===== src/rtl/hpim_pkg.sv =====
package hpim_pkg;
    // Word addresses seen by the CPU and the host port.
    localparam logic [15:0] ADDR_ROUTING = 16'h0142;
    localparam logic [15:0] ADDR_DOORBELL_ONE = 16'h0144;
    localparam logic [15:0] ADDR_DOORBELL_TWO = 16'h0148;
    localparam logic [15:0] ADDR_MAILBOX = 16'hC0C6;

    // Reset values.
    localparam logic [15:0] ROUTING_RESET = 16'h1400;
    localparam logic [15:0] MAILBOX_RESET = 16'h0000;
    localparam logic [15:0] DATA_ZERO = 16'h0000;

    // Routing register field positions.
    localparam int RT_SUPPLY_HOST = 15;
    localparam int RT_ID_HOST = 14;
    localparam int RT_SOF2_HOST = 13;
    localparam int RT_SOF2_CPU = 12;
    localparam int RT_SOF1_HOST = 11;
    localparam int RT_SOF1_CPU = 10;
    localparam int RT_BUS_RESET_TWO_HOST = 9;
    localparam int RT_SWAP_HIGH = 8;
    localparam int RT_BUS_RESUME_TWO_HOST = 7;
    localparam int RT_BUS_RESUME_ONE_HOST = 6;
    localparam int RT_TRANSFER_DONE_TWO_HOST = 3;
    localparam int RT_TRANSFER_DONE_ONE_HOST = 2;
    localparam int RT_BUS_RESET_ONE_HOST = 1;
    localparam int RT_SWAP_LOW = 0;

    // Host status port field positions.
    localparam int ST_SUPPLY = 15;
    localparam int ST_ID = 14;
    localparam int ST_SOF2 = 12;
    localparam int ST_SOF1 = 10;
    localparam int ST_BUS_RESET_TWO = 9;
    localparam int ST_MBX_IN = 8;
    localparam int ST_BUS_RESUME_TWO = 7;
    localparam int ST_BUS_RESUME_ONE = 6;
    localparam int ST_DB2 = 5;
    localparam int ST_DB1 = 4;
    localparam int ST_TRANSFER_DONE_TWO = 3;
    localparam int ST_TRANSFER_DONE_ONE = 2;
    localparam int ST_BUS_RESET_ONE = 1;
    localparam int ST_MBX_OUT = 0;
endpackage


===== src/rtl/hpim_top.sv =====
`timescale 1ns/1ps
module hpim_top (
    // Clock and reset
    input  wire logic        clk,
    input  wire logic        rst_n,
    // On-chip CPU access
    input  wire logic        cpu_wr,
    input  wire logic        cpu_rd,
    input  wire logic [15:0] cpu_addr,
    input  wire logic [15:0] cpu_wdata,
    output logic      [15:0] cpu_rdata,
    // Host port access
    input  wire logic        host_wr,
    input  wire logic        host_rd,
    input  wire logic        host_status_rd,
    input  wire logic [15:0] host_addr,
    input  wire logic [15:0] host_port_data_bus_in,
    output logic      [15:0] host_port_data_bus_out,
    output logic             host_mem_cycle,
    output logic             host_port_irq_pin,
    // Serial engine interrupt sources
    input  wire logic        frame_start_irq_one,
    input  wire logic        frame_start_irq_two,
    input  wire logic        transfer_done_one,
    input  wire logic        transfer_done_two,
    input  wire logic        bus_reset_one,
    input  wire logic        bus_reset_two,
    input  wire logic        bus_resume_one,
    input  wire logic        bus_resume_two,
    input  wire logic        bus_supply_irq,
    input  wire logic        otg_identity_irq,
    // OTG pins
    input  wire logic        otg_identity_pin,
    input  wire logic        bus_supply_above,
    // Mailbox interrupt enables
    input  wire logic        mbx_rx_full_en,
    input  wire logic        mbx_tx_empty_en,
    // Interrupts toward the CPU
    output logic             cpu_frame_start_one,
    output logic             cpu_frame_start_two,
    output logic             cpu_transfer_done_one,
    output logic             cpu_transfer_done_two,
    output logic             cpu_bus_reset_one,
    output logic             cpu_bus_reset_two,
    output logic             cpu_bus_resume_one,
    output logic             cpu_bus_resume_two,
    output logic             cpu_bus_supply,
    output logic             cpu_otg_identity,
    output logic             cpu_mbx_rx_full,
    output logic             cpu_mbx_tx_empty
);
    logic [15:0] irq_routing_select;
    logic [15:0] shared_mailbox;
    logic        doorbell_flag_one;
    logic        doorbell_flag_two;
    logic        mbx_in_flag;
    logic        mbx_out_flag;
    logic        mbx_tx_empty_flag;
    logic        bus_supply_flag;
    logic        otg_identity_flag;
    logic        byte_swap;
    logic [15:0] host_wdata;
    logic [15:0] host_status;
    logic [15:0] routed_to_host;

    function automatic logic hit(input logic strobe, input logic [15:0] addr, input logic [15:0] target);
        hit = strobe && (addr == target);
    endfunction

    function automatic logic [15:0] swap_bytes(input logic [15:0] d, input logic en);
        swap_bytes = en ? {d[7:0], d[15:8]} : d;
    endfunction

    hpim_sync u_sync_id (
        .clk      (clk),
        .rst_n    (rst_n),
        .async_in (otg_identity_pin),
        .sync_out (otg_identity_flag)
    );

    hpim_sync u_sync_supply (
        .clk      (clk),
        .rst_n    (rst_n),
        .async_in (bus_supply_above),
        .sync_out (bus_supply_flag)
    );

    // A mismatched pair is an illegal setting; it is treated as no swap so the bus stays straight.
    assign byte_swap = irq_routing_select[hpim_pkg::RT_SWAP_HIGH] &&
                       irq_routing_select[hpim_pkg::RT_SWAP_LOW];
    assign host_wdata = swap_bytes(host_port_data_bus_in, byte_swap);

    // The routing register is writable only from the host port.
    always_ff @(posedge clk or negedge rst_n) begin
        if (!rst_n) begin
            irq_routing_select <= hpim_pkg::ROUTING_RESET;
        end else if (hit(host_wr, host_addr, hpim_pkg::ADDR_ROUTING)) begin
            irq_routing_select <= host_wdata;
        end
    end

    // Doorbells: a set in the same cycle as a host read wins over the clear.
    always_ff @(posedge clk or negedge rst_n) begin
        if (!rst_n) begin
            doorbell_flag_one <= 1'b0;
        end else if (hit(cpu_wr, cpu_addr, hpim_pkg::ADDR_DOORBELL_ONE)) begin
            doorbell_flag_one <= 1'b1;
        end else if (hit(host_rd, host_addr, hpim_pkg::ADDR_DOORBELL_ONE)) begin
            doorbell_flag_one <= 1'b0;
        end
    end

    always_ff @(posedge clk or negedge rst_n) begin
        if (!rst_n) begin
            doorbell_flag_two <= 1'b0;
        end else if (hit(cpu_wr, cpu_addr, hpim_pkg::ADDR_DOORBELL_TWO)) begin
            doorbell_flag_two <= 1'b1;
        end else if (hit(host_rd, host_addr, hpim_pkg::ADDR_DOORBELL_TWO)) begin
            doorbell_flag_two <= 1'b0;
        end
    end

    // Mailbox data: on a collision the CPU word is stored and the host word is dropped.
    always_ff @(posedge clk or negedge rst_n) begin
        if (!rst_n) begin
            shared_mailbox <= hpim_pkg::MAILBOX_RESET;
        end else if (hit(cpu_wr, cpu_addr, hpim_pkg::ADDR_MAILBOX)) begin
            shared_mailbox <= cpu_wdata;
        end else if (hit(host_wr, host_addr, hpim_pkg::ADDR_MAILBOX)) begin
            shared_mailbox <= host_wdata;
        end
    end

    always_ff @(posedge clk or negedge rst_n) begin
        if (!rst_n) begin
            mbx_in_flag <= 1'b0;
        end else if (hit(host_wr, host_addr, hpim_pkg::ADDR_MAILBOX)) begin
            mbx_in_flag <= 1'b1;
        end else if (hit(cpu_rd, cpu_addr, hpim_pkg::ADDR_MAILBOX)) begin
            mbx_in_flag <= 1'b0;
        end
    end

    always_ff @(posedge clk or negedge rst_n) begin
        if (!rst_n) begin
            mbx_out_flag <= 1'b0;
        end else if (hit(cpu_wr, cpu_addr, hpim_pkg::ADDR_MAILBOX)) begin
            mbx_out_flag <= 1'b1;
        end else if (hit(host_rd, host_addr, hpim_pkg::ADDR_MAILBOX)) begin
            mbx_out_flag <= 1'b0;
        end
    end

    always_ff @(posedge clk or negedge rst_n) begin
        if (!rst_n) begin
            mbx_tx_empty_flag <= 1'b0;
        end else if (hit(host_rd, host_addr, hpim_pkg::ADDR_MAILBOX)) begin
            mbx_tx_empty_flag <= 1'b1;
        end else if (hit(cpu_wr, cpu_addr, hpim_pkg::ADDR_MAILBOX)) begin
            mbx_tx_empty_flag <= 1'b0;
        end
    end

    // The enable gates only the output, so enabling late still reports an earlier event.
    assign cpu_mbx_rx_full = mbx_in_flag && mbx_rx_full_en;
    assign cpu_mbx_tx_empty = mbx_tx_empty_flag && mbx_tx_empty_en;

    // Frame-start may go to both sides; clearing the source is left to one side's software.
    assign cpu_frame_start_two = frame_start_irq_two &&
                                 irq_routing_select[hpim_pkg::RT_SOF2_CPU];
    assign cpu_frame_start_one = frame_start_irq_one &&
                                 irq_routing_select[hpim_pkg::RT_SOF1_CPU];
    assign cpu_otg_identity = otg_identity_irq && !irq_routing_select[hpim_pkg::RT_ID_HOST];
    assign cpu_bus_supply = bus_supply_irq && !irq_routing_select[hpim_pkg::RT_SUPPLY_HOST];
    assign cpu_bus_reset_two = bus_reset_two && !irq_routing_select[hpim_pkg::RT_BUS_RESET_TWO_HOST];
    assign cpu_bus_reset_one = bus_reset_one && !irq_routing_select[hpim_pkg::RT_BUS_RESET_ONE_HOST];
    assign cpu_bus_resume_two = bus_resume_two && !irq_routing_select[hpim_pkg::RT_BUS_RESUME_TWO_HOST];
    assign cpu_bus_resume_one = bus_resume_one && !irq_routing_select[hpim_pkg::RT_BUS_RESUME_ONE_HOST];
    assign cpu_transfer_done_two = transfer_done_two && !irq_routing_select[hpim_pkg::RT_TRANSFER_DONE_TWO_HOST];
    assign cpu_transfer_done_one = transfer_done_one && !irq_routing_select[hpim_pkg::RT_TRANSFER_DONE_ONE_HOST];

    always_comb begin
        routed_to_host = hpim_pkg::DATA_ZERO;
        routed_to_host[0] = otg_identity_irq && irq_routing_select[hpim_pkg::RT_ID_HOST];
        routed_to_host[1] = frame_start_irq_two && irq_routing_select[hpim_pkg::RT_SOF2_HOST];
        routed_to_host[2] = frame_start_irq_one && irq_routing_select[hpim_pkg::RT_SOF1_HOST];
        routed_to_host[3] = bus_reset_two && irq_routing_select[hpim_pkg::RT_BUS_RESET_TWO_HOST];
        routed_to_host[4] = bus_reset_one && irq_routing_select[hpim_pkg::RT_BUS_RESET_ONE_HOST];
        routed_to_host[5] = bus_resume_two && irq_routing_select[hpim_pkg::RT_BUS_RESUME_TWO_HOST];
        routed_to_host[6] = bus_resume_one && irq_routing_select[hpim_pkg::RT_BUS_RESUME_ONE_HOST];
        routed_to_host[7] = transfer_done_two && irq_routing_select[hpim_pkg::RT_TRANSFER_DONE_TWO_HOST];
        routed_to_host[8] = transfer_done_one && irq_routing_select[hpim_pkg::RT_TRANSFER_DONE_ONE_HOST];
        routed_to_host[9] = bus_supply_irq && irq_routing_select[hpim_pkg::RT_SUPPLY_HOST];
    end

    assign host_port_irq_pin = (|routed_to_host) || doorbell_flag_one || doorbell_flag_two ||
                               mbx_out_flag;

    always_comb begin
        host_status = hpim_pkg::DATA_ZERO;
        // The supply flag is only meaningful once software has let the supply settle for 10 us.
        host_status[hpim_pkg::ST_SUPPLY] = bus_supply_flag;
        host_status[hpim_pkg::ST_ID] = otg_identity_flag;
        host_status[hpim_pkg::ST_SOF2] = frame_start_irq_two;
        host_status[hpim_pkg::ST_SOF1] = frame_start_irq_one;
        host_status[hpim_pkg::ST_BUS_RESET_TWO] = bus_reset_two;
        host_status[hpim_pkg::ST_MBX_IN] = mbx_in_flag;
        host_status[hpim_pkg::ST_BUS_RESUME_TWO] = bus_resume_two;
        host_status[hpim_pkg::ST_BUS_RESUME_ONE] = bus_resume_one;
        host_status[hpim_pkg::ST_DB2] = doorbell_flag_two;
        host_status[hpim_pkg::ST_DB1] = doorbell_flag_one;
        host_status[hpim_pkg::ST_TRANSFER_DONE_TWO] = transfer_done_two;
        host_status[hpim_pkg::ST_TRANSFER_DONE_ONE] = transfer_done_one;
        host_status[hpim_pkg::ST_BUS_RESET_ONE] = bus_reset_one;
        host_status[hpim_pkg::ST_MBX_OUT] = mbx_out_flag;
    end

    // Status polling bypasses the memory path, so it never steals a CPU or DMA cycle.
    always_ff @(posedge clk or negedge rst_n) begin
        if (!rst_n) begin
            host_mem_cycle <= 1'b0;
        end else begin
            host_mem_cycle <= (host_rd || host_wr) && !host_status_rd;
        end
    end

    always_ff @(posedge clk or negedge rst_n) begin
        if (!rst_n) begin
            host_port_data_bus_out <= hpim_pkg::DATA_ZERO;
        end else if (host_status_rd) begin
            host_port_data_bus_out <= swap_bytes(host_status, byte_swap);
        end else if (hit(host_rd, host_addr, hpim_pkg::ADDR_MAILBOX)) begin
            host_port_data_bus_out <= swap_bytes(shared_mailbox, byte_swap);
        end else if (hit(host_rd, host_addr, hpim_pkg::ADDR_ROUTING)) begin
            host_port_data_bus_out <= swap_bytes(irq_routing_select, byte_swap);
        end else if (host_rd) begin
            host_port_data_bus_out <= hpim_pkg::DATA_ZERO;
        end
    end

    // The CPU has no path to the status port; routing reads back read-only on this side.
    always_ff @(posedge clk or negedge rst_n) begin
        if (!rst_n) begin
            cpu_rdata <= hpim_pkg::DATA_ZERO;
        end else if (hit(cpu_rd, cpu_addr, hpim_pkg::ADDR_MAILBOX)) begin
            cpu_rdata <= shared_mailbox;
        end else if (hit(cpu_rd, cpu_addr, hpim_pkg::ADDR_ROUTING)) begin
            cpu_rdata <= irq_routing_select;
        end else if (cpu_rd) begin
            cpu_rdata <= hpim_pkg::DATA_ZERO;
        end
    end
endmodule


===== src/rtl/hpim_sync.sv =====
`timescale 1ns/1ps
module hpim_sync (
    // Clock and reset
    input  wire logic clk,
    input  wire logic rst_n,
    // Asynchronous level in, filtered level out
    input  wire logic async_in,
    output logic      sync_out
);
    logic stage1;
    logic stage2;
    logic stage3;

    always_ff @(posedge clk or negedge rst_n) begin
        if (!rst_n) begin
            stage1 <= 1'b0;
            stage2 <= 1'b0;
            stage3 <= 1'b0;
        end else begin
            stage1 <= async_in;
            stage2 <= stage1;
            stage3 <= stage2;
        end
    end

    // A change is accepted only once the last two stages agree, which hides a single-cycle glitch.
    always_ff @(posedge clk or negedge rst_n) begin
        if (!rst_n) begin
            sync_out <= 1'b0;
        end else if (stage2 == stage3) begin
            sync_out <= stage3;
        end
    end
endmodule


===== config.mk =====
export PLATFORM = sky130hd
export DESIGN_NAME = hpim_top
export DESIGN_NICKNAME = d
export VERILOG_FILES = /design/src/rtl/hpim_pkg.sv /design/src/rtl/hpim_top.sv /design/src/rtl/hpim_sync.sv
export SDC_FILE = /design/constraint.sdc
export NUM_CORES = 1
export LEC_CHECK = 0
export ABC_AREA = 1
export BUFFER_PORTS_ARGS = -buffer_cell sky130_fd_sc_hd__buf_4
export CORE_MARGIN = 3
export CORE_UTILIZATION = 40
export DETAILED_ROUTE_END_ITERATION = 10
export SLEW_MARGIN = 20
export SYNTH_ARGS = -nofsm -noshare
export SYNTH_HDL_FRONTEND = slang
export SYNTH_SLANG_ARGS = --single-unit

===== constraint.sdc =====
create_clock -name clk -period 3.4 [get_ports clk]
set_input_delay 0.17 -clock clk [delete_from_list [all_inputs] [get_ports clk]]
set_output_delay 0.17 -clock clk [all_outputs]
set_load 0.01 [all_outputs]

[Yosys cells after proc, flatten, opt, wreduce, memory -nomap -nowiden]
Cells that the tools add are included.
Storage, ports and cells
  bits in registers: 78
  bits of input ports: 85
  output and inout bits: 46
  logic and storage cells: 107
Operators by class
  equal/unequal tests: 10
  mux-type cells: 23
  reduce and logical (&&, ||, !) cells: 56
Operator list (number)
  $mux W16: 13
  $eq A16 B9 Y1 const B: 6
  $logic_and A1 B1 Y1: 35
  $eq A16 B16 Y1 const B: 2
  $mux W1: 10
  $reduce_bool A2 Y1: 5
  $reduce_or A10 Y1: 1
  $logic_not A1 Y1: 9
  $logic_or A1 B1 Y1: 4
  $reduce_bool A4 Y1: 1
  $reduce_bool A3 Y1: 1
  $eq A1 B1 Y1: 2

[Longest topological paths before layout]
Gate-level depths: netlist of the first run.
  word-level depth: 5
  mapped depth: 10
  mapped depth without buffers: 10

[Modules after synthesis]
A second synthesis of the first run with hierarchy kept.
Unflattened totals
  cell total of the unflattened synthesis: 697
  area total of the unflattened synthesis: 5069.9 µm²
By module, submodules not included
  hpim_top: times used 1, cells an instance 681, area each 4837.1 µm², seq. area each 1754.2 µm²
  hpim_sync: times used 2, cells an instance 8, area each 116.4 µm², seq. area each 100.1 µm²

[Worst setup path before layout of the first run]
Ideal clock, no wire load.
  kind: register to register
  start: reg irq_routing_select[0]
  end: reg host_port_data_bus_out[14]
  setup time: 0.128 ns
  arrival time: 1.175 ns
  required time: 3.272 ns
  setup slack: 2.098 ns
  stages on the path, launching flop included: 11
  buffers on the path: 2
  clock period less this slack: 1.302 ns
  cells stage by stage: dfrtp_1 > nand2_2 > inv_2 > buf_6 > buf_4 > nand2_1 > nand2_1 > nand4_1 > nand2_1 > nand2_1 > nand3_1
Between the ends
  word-level cells in the longest chain between the ends: 5
  elaborated cells on any way between the ends: 7
  those cells by class: mux (6); reduce/logical (1)
RTL lines
  start, declared: RTL line hpim_top.sv:52  | logic [15:0] irq_routing_select;
  start signal, assigned: RTL line hpim_top.sv:96  | irq_routing_select <= hpim_pkg::ROUTING_RESET;
  start signal, assigned: RTL line hpim_top.sv:98  | irq_routing_select <= host_wdata;
  $logic_and A1 B1 Y1 *: RTL line hpim_top.sv:89  | assign byte_swap = irq_routing_select[hpim_pkg::RT_SWAP_HIGH] &&
  $mux W16: RTL line hpim_top.sv:71  | swap_bytes = en ? {d[7:0], d[15:8]} : d;
  $mux W16: RTL line hpim_top.sv:234  | end else if (hit(host_rd, host_addr, hpim_pkg::ADDR_ROUTING)) begin
  $mux W16: RTL line hpim_top.sv:232  | end else if (hit(host_rd, host_addr, hpim_pkg::ADDR_MAILBOX)) begin
  $mux W16 *: RTL line hpim_top.sv:230  | end else if (host_status_rd) begin
  end signal, assigned: RTL line hpim_top.sv:231  | host_port_data_bus_out <= swap_bytes(host_status, byte_swap);
  end signal, assigned: RTL line hpim_top.sv:233  | host_port_data_bus_out <= swap_bytes(shared_mailbox, byte_swap);
  end signal, assigned: RTL line hpim_top.sv:235  | host_port_data_bus_out <= swap_bytes(irq_routing_select, byte_swap);
  end, declared: RTL line hpim_top.sv:18  | output logic [15:0] host_port_data_bus_out,
Mark *: on every way between the ends. The rest lies on a longest branch, timed or not.
A chain may end at the register's enable or synchronous reset.

[Worst setup path in the final report of the first run]
  start: reg irq_routing_select[0]
  end: reg shared_mailbox[13]
Between the ends
  word-level cells in the longest chain between the ends: 4
RTL lines
  $logic_and A1 B1 Y1: RTL line hpim_top.sv:89
  $mux W16: RTL line hpim_top.sv:71
  $mux W16: RTL line hpim_top.sv:129  | end else if (hit(host_wr, host_addr, hpim_pkg::ADDR_MAILBOX)) begin
  $mux W16: RTL line hpim_top.sv:127  | end else if (hit(cpu_wr, cpu_addr, hpim_pkg::ADDR_MAILBOX)) begin
  end signal, assigned: RTL line hpim_top.sv:126  | shared_mailbox <= hpim_pkg::MAILBOX_RESET;
  end signal, assigned: RTL line hpim_top.sv:128  | shared_mailbox <= cpu_wdata;
  end signal, assigned: RTL line hpim_top.sv:130  | shared_mailbox <= host_wdata;
  end, declared: RTL line hpim_top.sv:53  | logic [15:0] shared_mailbox;
Every way passes these cells. The select of a mux whose other input is x is not followed.

==> run_results.csv, run 1 <==
group,metric,value,unit
power,irDropWorstVdd,183,µV
global_routing,track_usage,0.231,
logic_synthesis,synth_top_area_share,0.390,
layout,fill_cells,1135,
worst_setup_path,crit_arrival,2.19,ns
detailed_routing,num_vias,5011,
logic_synthesis,synth_edf_count,0,
worst_setup_path,cp_max_fo,66,
layout,final_nets,878,
logic_synthesis,async_flop_share,1.00,
logic_synthesis,yosys_warnings,0,
sta,hold_ws,0.0385,ns
global_routing,grt_max_degree,79,
sta,tightestPinTransition,0.964,ns
logic_synthesis,netlist_area,4880,µm²
floorplanning,start_util,0.418,
sta,min_period_over_period,0.579,
clock_network,clock-root-buffer,"clkbuf_16",
sta,setup_viol,0,
worst_setup_path,criticalPathCategory,"flop to flop",
logic_synthesis,avgSynthCellArea,7.13,µm²
logic_synthesis,ys_seq_area_frac,0.401,
placement,globalplace.congestion,0.881,
outcome,status,"finished, final reports clean",
layout,drive_gt1_frac,0.243,
worst_setup_path,worstPathRequired,3.62,ns
global_routing,first_global_vias,4794,
detailed_routing,first_pass_iters,6,
clock_network,cts_resized,0,
power,power.total,2310,µW
global_routing,grt.busiest_layer,"met2",
floorplanning,core,11700,µm²
logic_synthesis,synth_flop_cell,"dfrtp_1",
sta,rsz0062_at_grt,"no",
worst_setup_path,cpPeakStageDelay,0.70,ns
sta,finalCriticalPeriod,1.97,ns
floorplanning,die_y,116,µm
logic_synthesis,syn_nets,769,
worst_setup_path,cp_cell_sequence,"nand2_2 -> inv_2 -> o21ai_0 -> nand3_1 -> nand3_1",
worst_setup_path,cpMaxStageDelayCell,"inv_2",
sta,fmax,508,MHz
placement,hpwl,11800,µm
sta,final_max_slew_viol_count,0,
clock_network,cts_made_buffers,9,
global_routing,overflow,0,
worst_setup_path,crit_top_cell,"nand3_1",
clock_network,clkTransAtPathRegs,0.06,ns
clock_network,cts_tree,"yes",
clock_network,htree_levels,3,
clock_network,clockBufferDepth,2,
global_routing,met2_usage,0.375,
power,p_leak,0.00326,µW
detailed_routing,detail_route.wl_per_cell,16.4,µm
detailed_routing,wl,15500,µm
placement,port_buffers,130,
layout,register_area,1950,µm²
job,drv_cap,0,
power,power_density,372,nW/µm²
layout,multi_input_area,2510,µm²
layout,final_core_util,0.533,
global_routing,grt_util_met1,0.308,
global_routing,antenna_found_initial,0,
global_routing,use_met3,0.0378,
detailed_routing,first_iter_violations,455,
floorplanning,die_x,116,µm
global_routing,grt_pass1_wl,24400,µm
detailed_routing,ant_nets,0,
sta,relSlewSlack,0.356,
clock_network,clkSinkCount,78,
floorplanning,die_area,13600,µm²
sta,fin_tns_setup,0,ns
logic_synthesis,synth.most_common_cell,"nand2_1",
detailed_routing,drcViolationCount,0,
logic_synthesis,synth_cell_types,30,
sta,clock_skew,0.00774,ns
logic_synthesis,ys_seq_elements,78,
floorplanning,placementRows,39,
hold_path,hp-class,"input port to flop",
sta,hold_viol,0,
layout,syn2layout_area_growth,27.3,%
worst_setup_path,cp-start-kind,"flop",
floorplanning,io_pins,131,
clock_network,worst_skew_pair.late_latency,0.34,ns
logic_synthesis,synthTopCellsByCount,"250 x nand2_1, 85 x nand3_1, 76 x dfrtp_1, 49 x inv_1, 41 x o21ai_0",
worst_setup_path,crit_path_end_kind,"flop",
detailed_routing,routed_via_density,5.33,
logic_synthesis,synth.area.top_cells,"dfrtp_1 39%, nand2_1 19%, nand3_1 8.7%",
logic_synthesis,netlist_instances,684,
layout,antenna_cells,0,
logic_synthesis,yosysTopAreaCell,"dfrtp_1",
-- critical path: cells and delay by family (launching register included) --
kind	cells	cell delay, ns
buffers and inverters	1	0.70
AO/OA/AOI/OAI	1	0.34
AND/OR/NAND/NOR	3	0.35
flip-flops	1	0.44
-- final timing paths --
check                                      startpoint                    endpoint  slack, ns  cells past startpoint
worst max-delay path            irq_routing_select[0]          shared_mailbox[13]       1.43                      5
worst min-delay path                    cpu_wdata[13]          shared_mailbox[13]       0.04                      3
worst max register to register  irq_routing_select[0]          shared_mailbox[13]       1.43                      5
worst min register to register   u_sync_supply.stage1        u_sync_supply.stage2       0.35                      0
max in group asynchronous                       rst_n       irq_routing_select[2]       2.47                      2
min in group asynchronous                       rst_n  host_port_data_bus_out[12]       0.44                      2
-- power by group --
| part | switching [µW] | leakage [µW] | internal, µW | total [µW] |
|---|---|---|---|---|
| combinational | 122 | 0.00205 | 109 | 231 |
| clock | 383 | 0.000166 | 739 | 1120 |
| sequential | 10.3 | 0.00104 | 946 | 956 |
| total | 515 | 0.00326 | 1790 | 2310 |
-- what timing repair did --
item | CTS | global route
buffers inserted | 0 | 0
setup endpoints to repair | 0 | 0
hold buffers | 2 | 1
endpoints found under the hold margin | 2 | 76
-- routing by layer --
layer  wire (µm)  vias up
met5           0        -
met4         437        0
met3         910       33
met2        7320      154
met1        6810     2352
li1            -     2472
-- registers in the layout (all words and copies together), names as in the netlist, 16 cells and up --
| register | flops |
|---|---|
| cpu_rdata | 16 |
| irq_routing_select | 16 |
| host_port_data_bus_out | 16 |
| shared_mailbox | 16 |
-- cells in the final DEF, fill, tap and decap left out, types with 9 or more instances in the layout --
| master | instances |
|---|---|
| dfrtp_1 | 76 |
| a21oi_1 | 13 |
| nand4_1 | 37 |
| nand2_2 | 13 |
| nor2_1 | 21 |
| nand3_1 | 85 |
| o21ai_0 | 41 |
| o21ai_1 | 10 |
| inv_1 | 49 |
| nand3_2 | 13 |
| nand2_1 | 250 |
| buf_4 | 130 |
| clkbuf_16 | 9 |
-- metrics by stage --
stage,instance area [µm²],setup WS (ns),instances
2_1_floorplan,4880,2.10,684
3_3_place_gp,5830,1.48,922
6_report,6210,1.43,941
4_1_cts,6190,1.45,940
3_5_place_dp,5830,1.39,922
5_1_grt,6210,1.21,941
-- final cells by class --
type	count	area share
repair buffers	134	0.164
inverters	53	0.0320
clock inverters	5	0.0171
well taps	143	0.0288
multi-input cells	517	0.405
clock buffers	11	0.0391
flip-flops and latches	78	0.315
-- cells by family after synthesis --
family                   after synthesis  share of synthesized area
AND/OR/NAND/NOR                      448                      0.440
buffers and inverters                 89                     0.0849
flip-flops                            78                      0.401
AO/OA/AOI/OAI                         67                     0.0705
adder cells (fa/ha/maj)                2                    0.00410
Power figures use the tool's default switching activity.
==> run 2, diff against run 1 <==
==> constraint.sdc (replaced) <==
create_clock -name clk -period 2 [get_ports clk]
set_input_delay 0.1 -clock clk [delete_from_list [all_inputs] [get_ports clk]]
set_output_delay 0.1 -clock clk [all_outputs]
set_load 0.01 [all_outputs]
==> run 2 against run 1 <==
Via count up 3.2%. Utilization is 2.0 points higher. Critical endpoint is now host_port_irq_pin. Register-to-register slack got worse by 0.98 ns. Largest power group unchanged. Final area rose by 3.8%. Setup slack got worse by 1.1 ns. Non-clock buffer count is 29 higher. Global-route usage up 2.0 points. First-iteration DRC count fell by 16%.
==> run_results.csv, run 2 (same netlist as run 1, synthesis figures left out) <==
group,metric,value,unit
sta,rsz0062_at_grt,"no",
detailed_routing,wl,16400,µm
detailed_routing,ant_nets,0,
worst_setup_path,r2r_slack,0.45,ns
power,pwr-share-seq,0.428,
floorplanning,core,11700,µm²
detailed_routing,detail_route.wl_per_cell,16.9,µm
power,pwr-share-comb,0.111,
detailed_routing,drcViolationCount,0,
layout,final_nets,907,
sta,relSlewSlack,0.556,
layout,drive_gt1_frac,0.252,
worst_setup_path,cp_max_fo,5,
job,drv_cap,0,
layout,fill_cells,1157,
worst_setup_path,crit_path_end_kind,"primary output",
hold_path,hp-class,"input port to flop",
worst_setup_path,worstPathRequired,1.90,ns
clock_network,cts_resized,0,
placement,globalplace.congestion,0.886,
detailed_routing,highest_layer,"met4",
sta,clock_skew,0.00544,ns
clock_network,cts_made_buffers,9,
sta,fin_tns_setup,0,ns
worst_setup_path,crit_arrival,1.56,ns
floorplanning,placementRows,39,
detailed_routing,wl_met3,1110,µm
sta,fmax,601,MHz
layout,antenna_cells,0,
placement,dp_slack,0.477,ns
layout,syn2layout_area_growth,32.1,%
floorplanning,die_y,116,µm
power,p_sw,871,µW
outcome,status,"finished, final reports clean",
floorplanning,io_pins,131,
global_routing,antenna_found_initial,0,
power,swShare,0.229,
detailed_routing,first_pass_iters,5,
clock_network,htree_levels,3,
global_routing,track_usage,0.251,
placement,hpwl,12700,µm
power,clkPwrFrac,0.462,
clock_network,clockBufferDepth,2,
power,power.internal,2930,µW
placement,port_buffers,130,
clock_network,clkTransAtPathRegs,0.06,ns
clock_network,worst_skew_pair.late_latency,0.34,ns
layout,final_common_cell,"nand2_1",
sta,finalCriticalPeriod,1.66,ns
power,irDropWorstVdd,340,µV
global_routing,overflow,0,
floorplanning,start_util,0.418,
global_routing,grt_pass1_wl,26100,µm
sta,tightestPinTransition,0.664,ns
detailed_routing,dr_wl_met2,7860,µm
worst_setup_path,cp-start-kind,"flop",
detailed_routing,drt-met1-wl,7060,µm
clock_network,cts_hold_buffers,16,
clock_network,cts_tree,"yes",
clock_network,clkSinkCount,78,
detailed_routing,first_iter_violations,382,
clock_network,cts_setup_buffers,0,
power,p_leak,0.00339,µW
global_routing,first_global_vias,4899,
sta,setup_ws,0.336,ns
global_routing,grt_max_degree,47,
sta,setup_viol,0,
clock_network,clock-root-buffer,"clkbuf_16",
sta,hold_viol,0,
power,power_density,590,nW/µm²
floorplanning,die_x,116,µm
floorplanning,die_area,13600,µm²
sta,min_period_over_period,0.832,
sta,final_max_slew_viol_count,0,
detailed_routing,num_vias,5170,
worst_setup_path,criticalPathCategory,"flop to primary output",
detailed_routing,routed_via_density,5.34,
layout,final_cell_mix,"250 x nand2_1, 145 x buf_4, 85 x nand3_1, 76 x dfrtp_1, 49 x inv_1",
run 2: cell types whose count changed in the layout (fill, tap and decap cells not counted), sizes merged:
cell / before / now
buf: 131 / 147
dlygate4sd3: 3 / 16
bufinv: 3 / 2
run 2: power by group through the flow:
stage	logic, µW	clock network, µW	registers, µW
6_report	422	1760	1630
5_1_grt	466	1860	1630
4_1_cts	426	1790	1630
3_5_place_dp	401	0	1660
3_3_place_gp	397	0	1650
2_1_floorplan	131	0	1660
run 2: critical path, stage by stage, from the launching register on:
cell	delay, ns
dfrtp_1	0.49
inv_1	0.11
o22ai_1	0.08
nor4_1	0.25
nand3_1	0.12
buf_4	0.16
run 2: per-stage QoR:
step | std cells | power [µW] | hold slack [ns] | cell area [µm²] | utilization
after floorplan | 684 | 1790 | -0.196 | 4880 | -
after global placement | 938 | 2050 | 0.0716 | 5970 | 0.512
after detailed placement | 938 | 2060 | 0.0734 | 5970 | 0.512
after CTS | 969 | 3850 | 0.0158 | 6450 | 0.553
after global routing | 969 | 3960 | 0.0473 | 6450 | 0.553
final | 969 | 3800 | 0.0231 | 6450 | 0.553
run 2: path summary, 6_finish.rpt:
kind,startpoint,to,cells after the start
max in group asynchronous,rst_n,irq_routing_select[10],3
min in group asynchronous,rst_n,host_port_data_bus_out[1],2
worst max register to register,irq_routing_select[0],host_port_data_bus_out[1],9
worst min-delay path,cpu_wdata[4],shared_mailbox[4],3
worst max-delay path,irq_routing_select[9],host_port_irq_pin,5
worst min register to register,u_sync_id.stage1,u_sync_id.stage2,0
run 2: metal layers:
| layer | up-vias | global-route usage |
|---|---|---|
| met3 | 26 | 0.0342 |
| met2 | 195 | 0.399 |
| met4 | 0 | 0.0889 |
| met5 | - | 0 |
| met1 | 2422 | 0.352 |
| li1 | 2527 | - |
run 2: cell type report:
class                   instances  area (µm²)  area share
repair buffers                163        1290       0.200
flip-flops and latches         78        1950       0.303
well taps                     143         179      0.0278
inverters                      53         199      0.0309
clock buffers                  11         243      0.0377
multi-input cells             517        2510       0.389
clock inverters                 4        72.6      0.0113
==> run 3, diff against run 2 <==
--- a/config.mk
+++ b/config.mk
@@ -10,6 +10,7 @@
 export CORE_MARGIN = 3
 export CORE_UTILIZATION = 40
 export DETAILED_ROUTE_END_ITERATION = 10
+export PLACE_DENSITY = 0.66
 export SLEW_MARGIN = 20
 export SYNTH_ARGS = -nofsm -noshare
 export SYNTH_HDL_FRONTEND = slang
==> constraint.sdc (replaced) <==
create_clock -name clk -period 1.5 [get_ports clk]
set_input_delay 0.075 -clock clk [delete_from_list [all_inputs] [get_ports clk]]
set_output_delay 0.075 -clock clk [all_outputs]
set_load 0.01 [all_outputs]
==> run 3 against run 2 <==
The flow now finishes with violations (negative hold slack). Sequential power grew 33%. Setup slack worse by 0.31 ns. Final area up 2.5%. Power rose by 34%. Via count rose by 2.9%. Non-clock buffer count increased by 10. Critical path type unchanged. Largest power group unchanged.
==> run_results.csv, run 3 (same netlist as run 1, synthesis figures left out) <==
group,metric,value,unit
worst_setup_path,critPathBufInv,1,
floorplanning,placementRows,39,
sta,hold_viol,1,
power,power.total,5110,µW
clock_network,cts_tree,"yes",
layout,final_cell_mix,"249 x nand2_1, 155 x buf_4, 85 x nand3_1, 71 x dfrtp_1, 47 x inv_1",
worst_setup_path,criticalPathCategory,"flop to primary output",
global_routing,first_global_vias,5054,
power,irDropWorstVdd,522,µV
detailed_routing,num_vias,5322,
layout,final_nets,917,
worst_setup_path,cp-start-kind,"flop",
floorplanning,io_pins,131,
global_routing,antenna_found_initial,0,
sta,finalCriticalPeriod,1.47,ns
worst_setup_path,worstPathRequired,1.42,ns
sta,rsz0062_at_grt,"yes",
clock_network,clockBufferDepth,2,
power,swShare,0.239,
worst_setup_path,crit_arrival,1.40,ns
clock_network,htree_levels,3,
sta,final_max_slew_viol_count,0,
clock_network,clkTransAtPathRegs,0.06,ns
clock_network,worst_skew_pair.late_latency,0.34,ns
layout,antenna_cells,0,
detailed_routing,first_iter_violations,430,
floorplanning,die_area,13600,µm²
layout,final_common_cell,"nand2_1",
power,power_density,774,nW/µm²
power,p_leak,0.00346,µW
sta,tightestPinTransition,1.10,ns
detailed_routing,detail_route.wl_per_cell,17.0,µm
hold_path,hp-class,"input port to flop",
sta,clock_skew,0.00868,ns
power,p_sw,1220,µW
outcome,violations,"negative hold slack",
clock_network,clkSinkCount,78,
floorplanning,start_util,0.418,
global_routing,grt_pass1_wl,26200,µm
job,drv_cap,0,
sta,fmax,679,MHz
global_routing,overflow,0,
worst_setup_path,crit_path_end_kind,"primary output",
sta,relSlewSlack,0.264,
worst_setup_path,cp_cell_sequence,"nor4_4 -> nand3_1 -> buf_4",
power,pwr-share-seq,0.424,
power,power.internal,3890,µW
worst_setup_path,cpPeakStageDelay,0.45,ns
outcome,status,"finished with violations",
global_routing,track_usage,0.251,
placement,globalplace.congestion,0.918,
clock_network,cts_made_buffers,9,
sta,setup_viol,0,
clock_network,clock-root-buffer,"clkbuf_16",
worst_setup_path,cp_top_family,"flip-flops",
layout,syn2layout_area_growth,35.4,%
detailed_routing,wl,16700,µm
worst_setup_path,cp_max_fo,4,
detailed_routing,first_pass_iters,6,
placement,hpwl,12500,µm
floorplanning,die_x,116,µm
detailed_routing,ant_nets,0,
power,pwr-share-comb,0.111,
detailed_routing,drcViolationCount,0,
layout,drive_gt1_frac,0.280,
sta,hold_ws,-0.00226,ns
floorplanning,core,11700,µm²
global_routing,grt_max_degree,55,
sta,min_period_over_period,0.981,
placement,port_buffers,130,
detailed_routing,routed_via_density,5.43,
power,clkPwrFrac,0.465,
sta,fin_tns_setup,0,ns
worst_setup_path,cpMaxStageDelayCell,"dfrtp_2",
floorplanning,die_y,116,µm
run 3: power by group through the flow:
stage / Clock (µW) / Sequential [µW] / Combinational [µW]
after floorplan: 0 / 2210 / 175
after global placement: 0 / 2200 / 528
after detailed placement: 0 / 2210 / 539
after CTS: 2410 / 2170 / 569
after global routing: 2500 / 2170 / 625
final: 2380 / 2170 / 567
run 3: final cells by class:
class                           count  area [µm²]
Timing Repair Buffer              173        1390
Sequential cell                    78        1960
Multi-Input combinational cell    517        2550
Inverter                           53         199
Clock inverter                      6        92.6
Clock buffer                       10         229
Fill cell                        1097        5050
Tap cell                          143         179
run 3: metrics by stage:
stage | hold slack (ns) | std cells | setup WS (ns) | util | cell area [µm²]
after floorplan | -0.221 | 684 | 0.198 | - | 4880
after global placement | 0.0561 | 945 | 0.0871 | 0.520 | 6060
after detailed placement | 0.0598 | 945 | 0.0673 | 0.520 | 6060
after CTS | 0.00710 | 974 | -0.0450 | 0.561 | 6540
after global routing | 0.0133 | 980 | -0.0427 | 0.567 | 6610
final | -0.00226 | 980 | 0.0279 | 0.567 | 6610
run 3: what timing repair did:
item | 4_1_cts | 5_1_grt
setup buffers | 0 | 6
setup endpoints to repair | 1 | 8
hold endpoints to repair | 41 | 0
hold buffers | 13 | 0
gates cloned | 0 | 0
resized for setup | 7 | 8
pin swaps | 3 | 4
run 3: metal layers:
layer | part of all wire | up-vias | GRT usage
li1 | - | 2554 | -
met4 | 0.022 | 0 | 0.0982
met1 | 0.42 | 2500 | 0.336
met3 | 0.077 | 28 | 0.0440
met2 | 0.48 | 240 | 0.405
met5 | 0 | - | 0
run 3: tightest hold or removal path: cells and delay by family:
family	cells	cell delay (ns)
buf+inv	1	0.08
simple gates	2	0.14
run 3: worst paths after layout:
check / cells after the start / slack (ns) / from / to
worst max-delay path: 3 / 0.03 / doorbell_flag_two / host_port_irq_pin
worst min-delay path: 3 / -0.002 / cpu_wdata[3] / shared_mailbox[3]
worst max register to register: 6 / 0.04 / irq_routing_select[8] / shared_mailbox[6]
worst min register to register: 0 / 0.36 / u_sync_supply.stage1 / u_sync_supply.stage2
max in group asynchronous: 3 / 0.68 / rst_n / shared_mailbox[5]
min in group asynchronous: 2 / 0.23 / rst_n / host_port_data_bus_out[11]
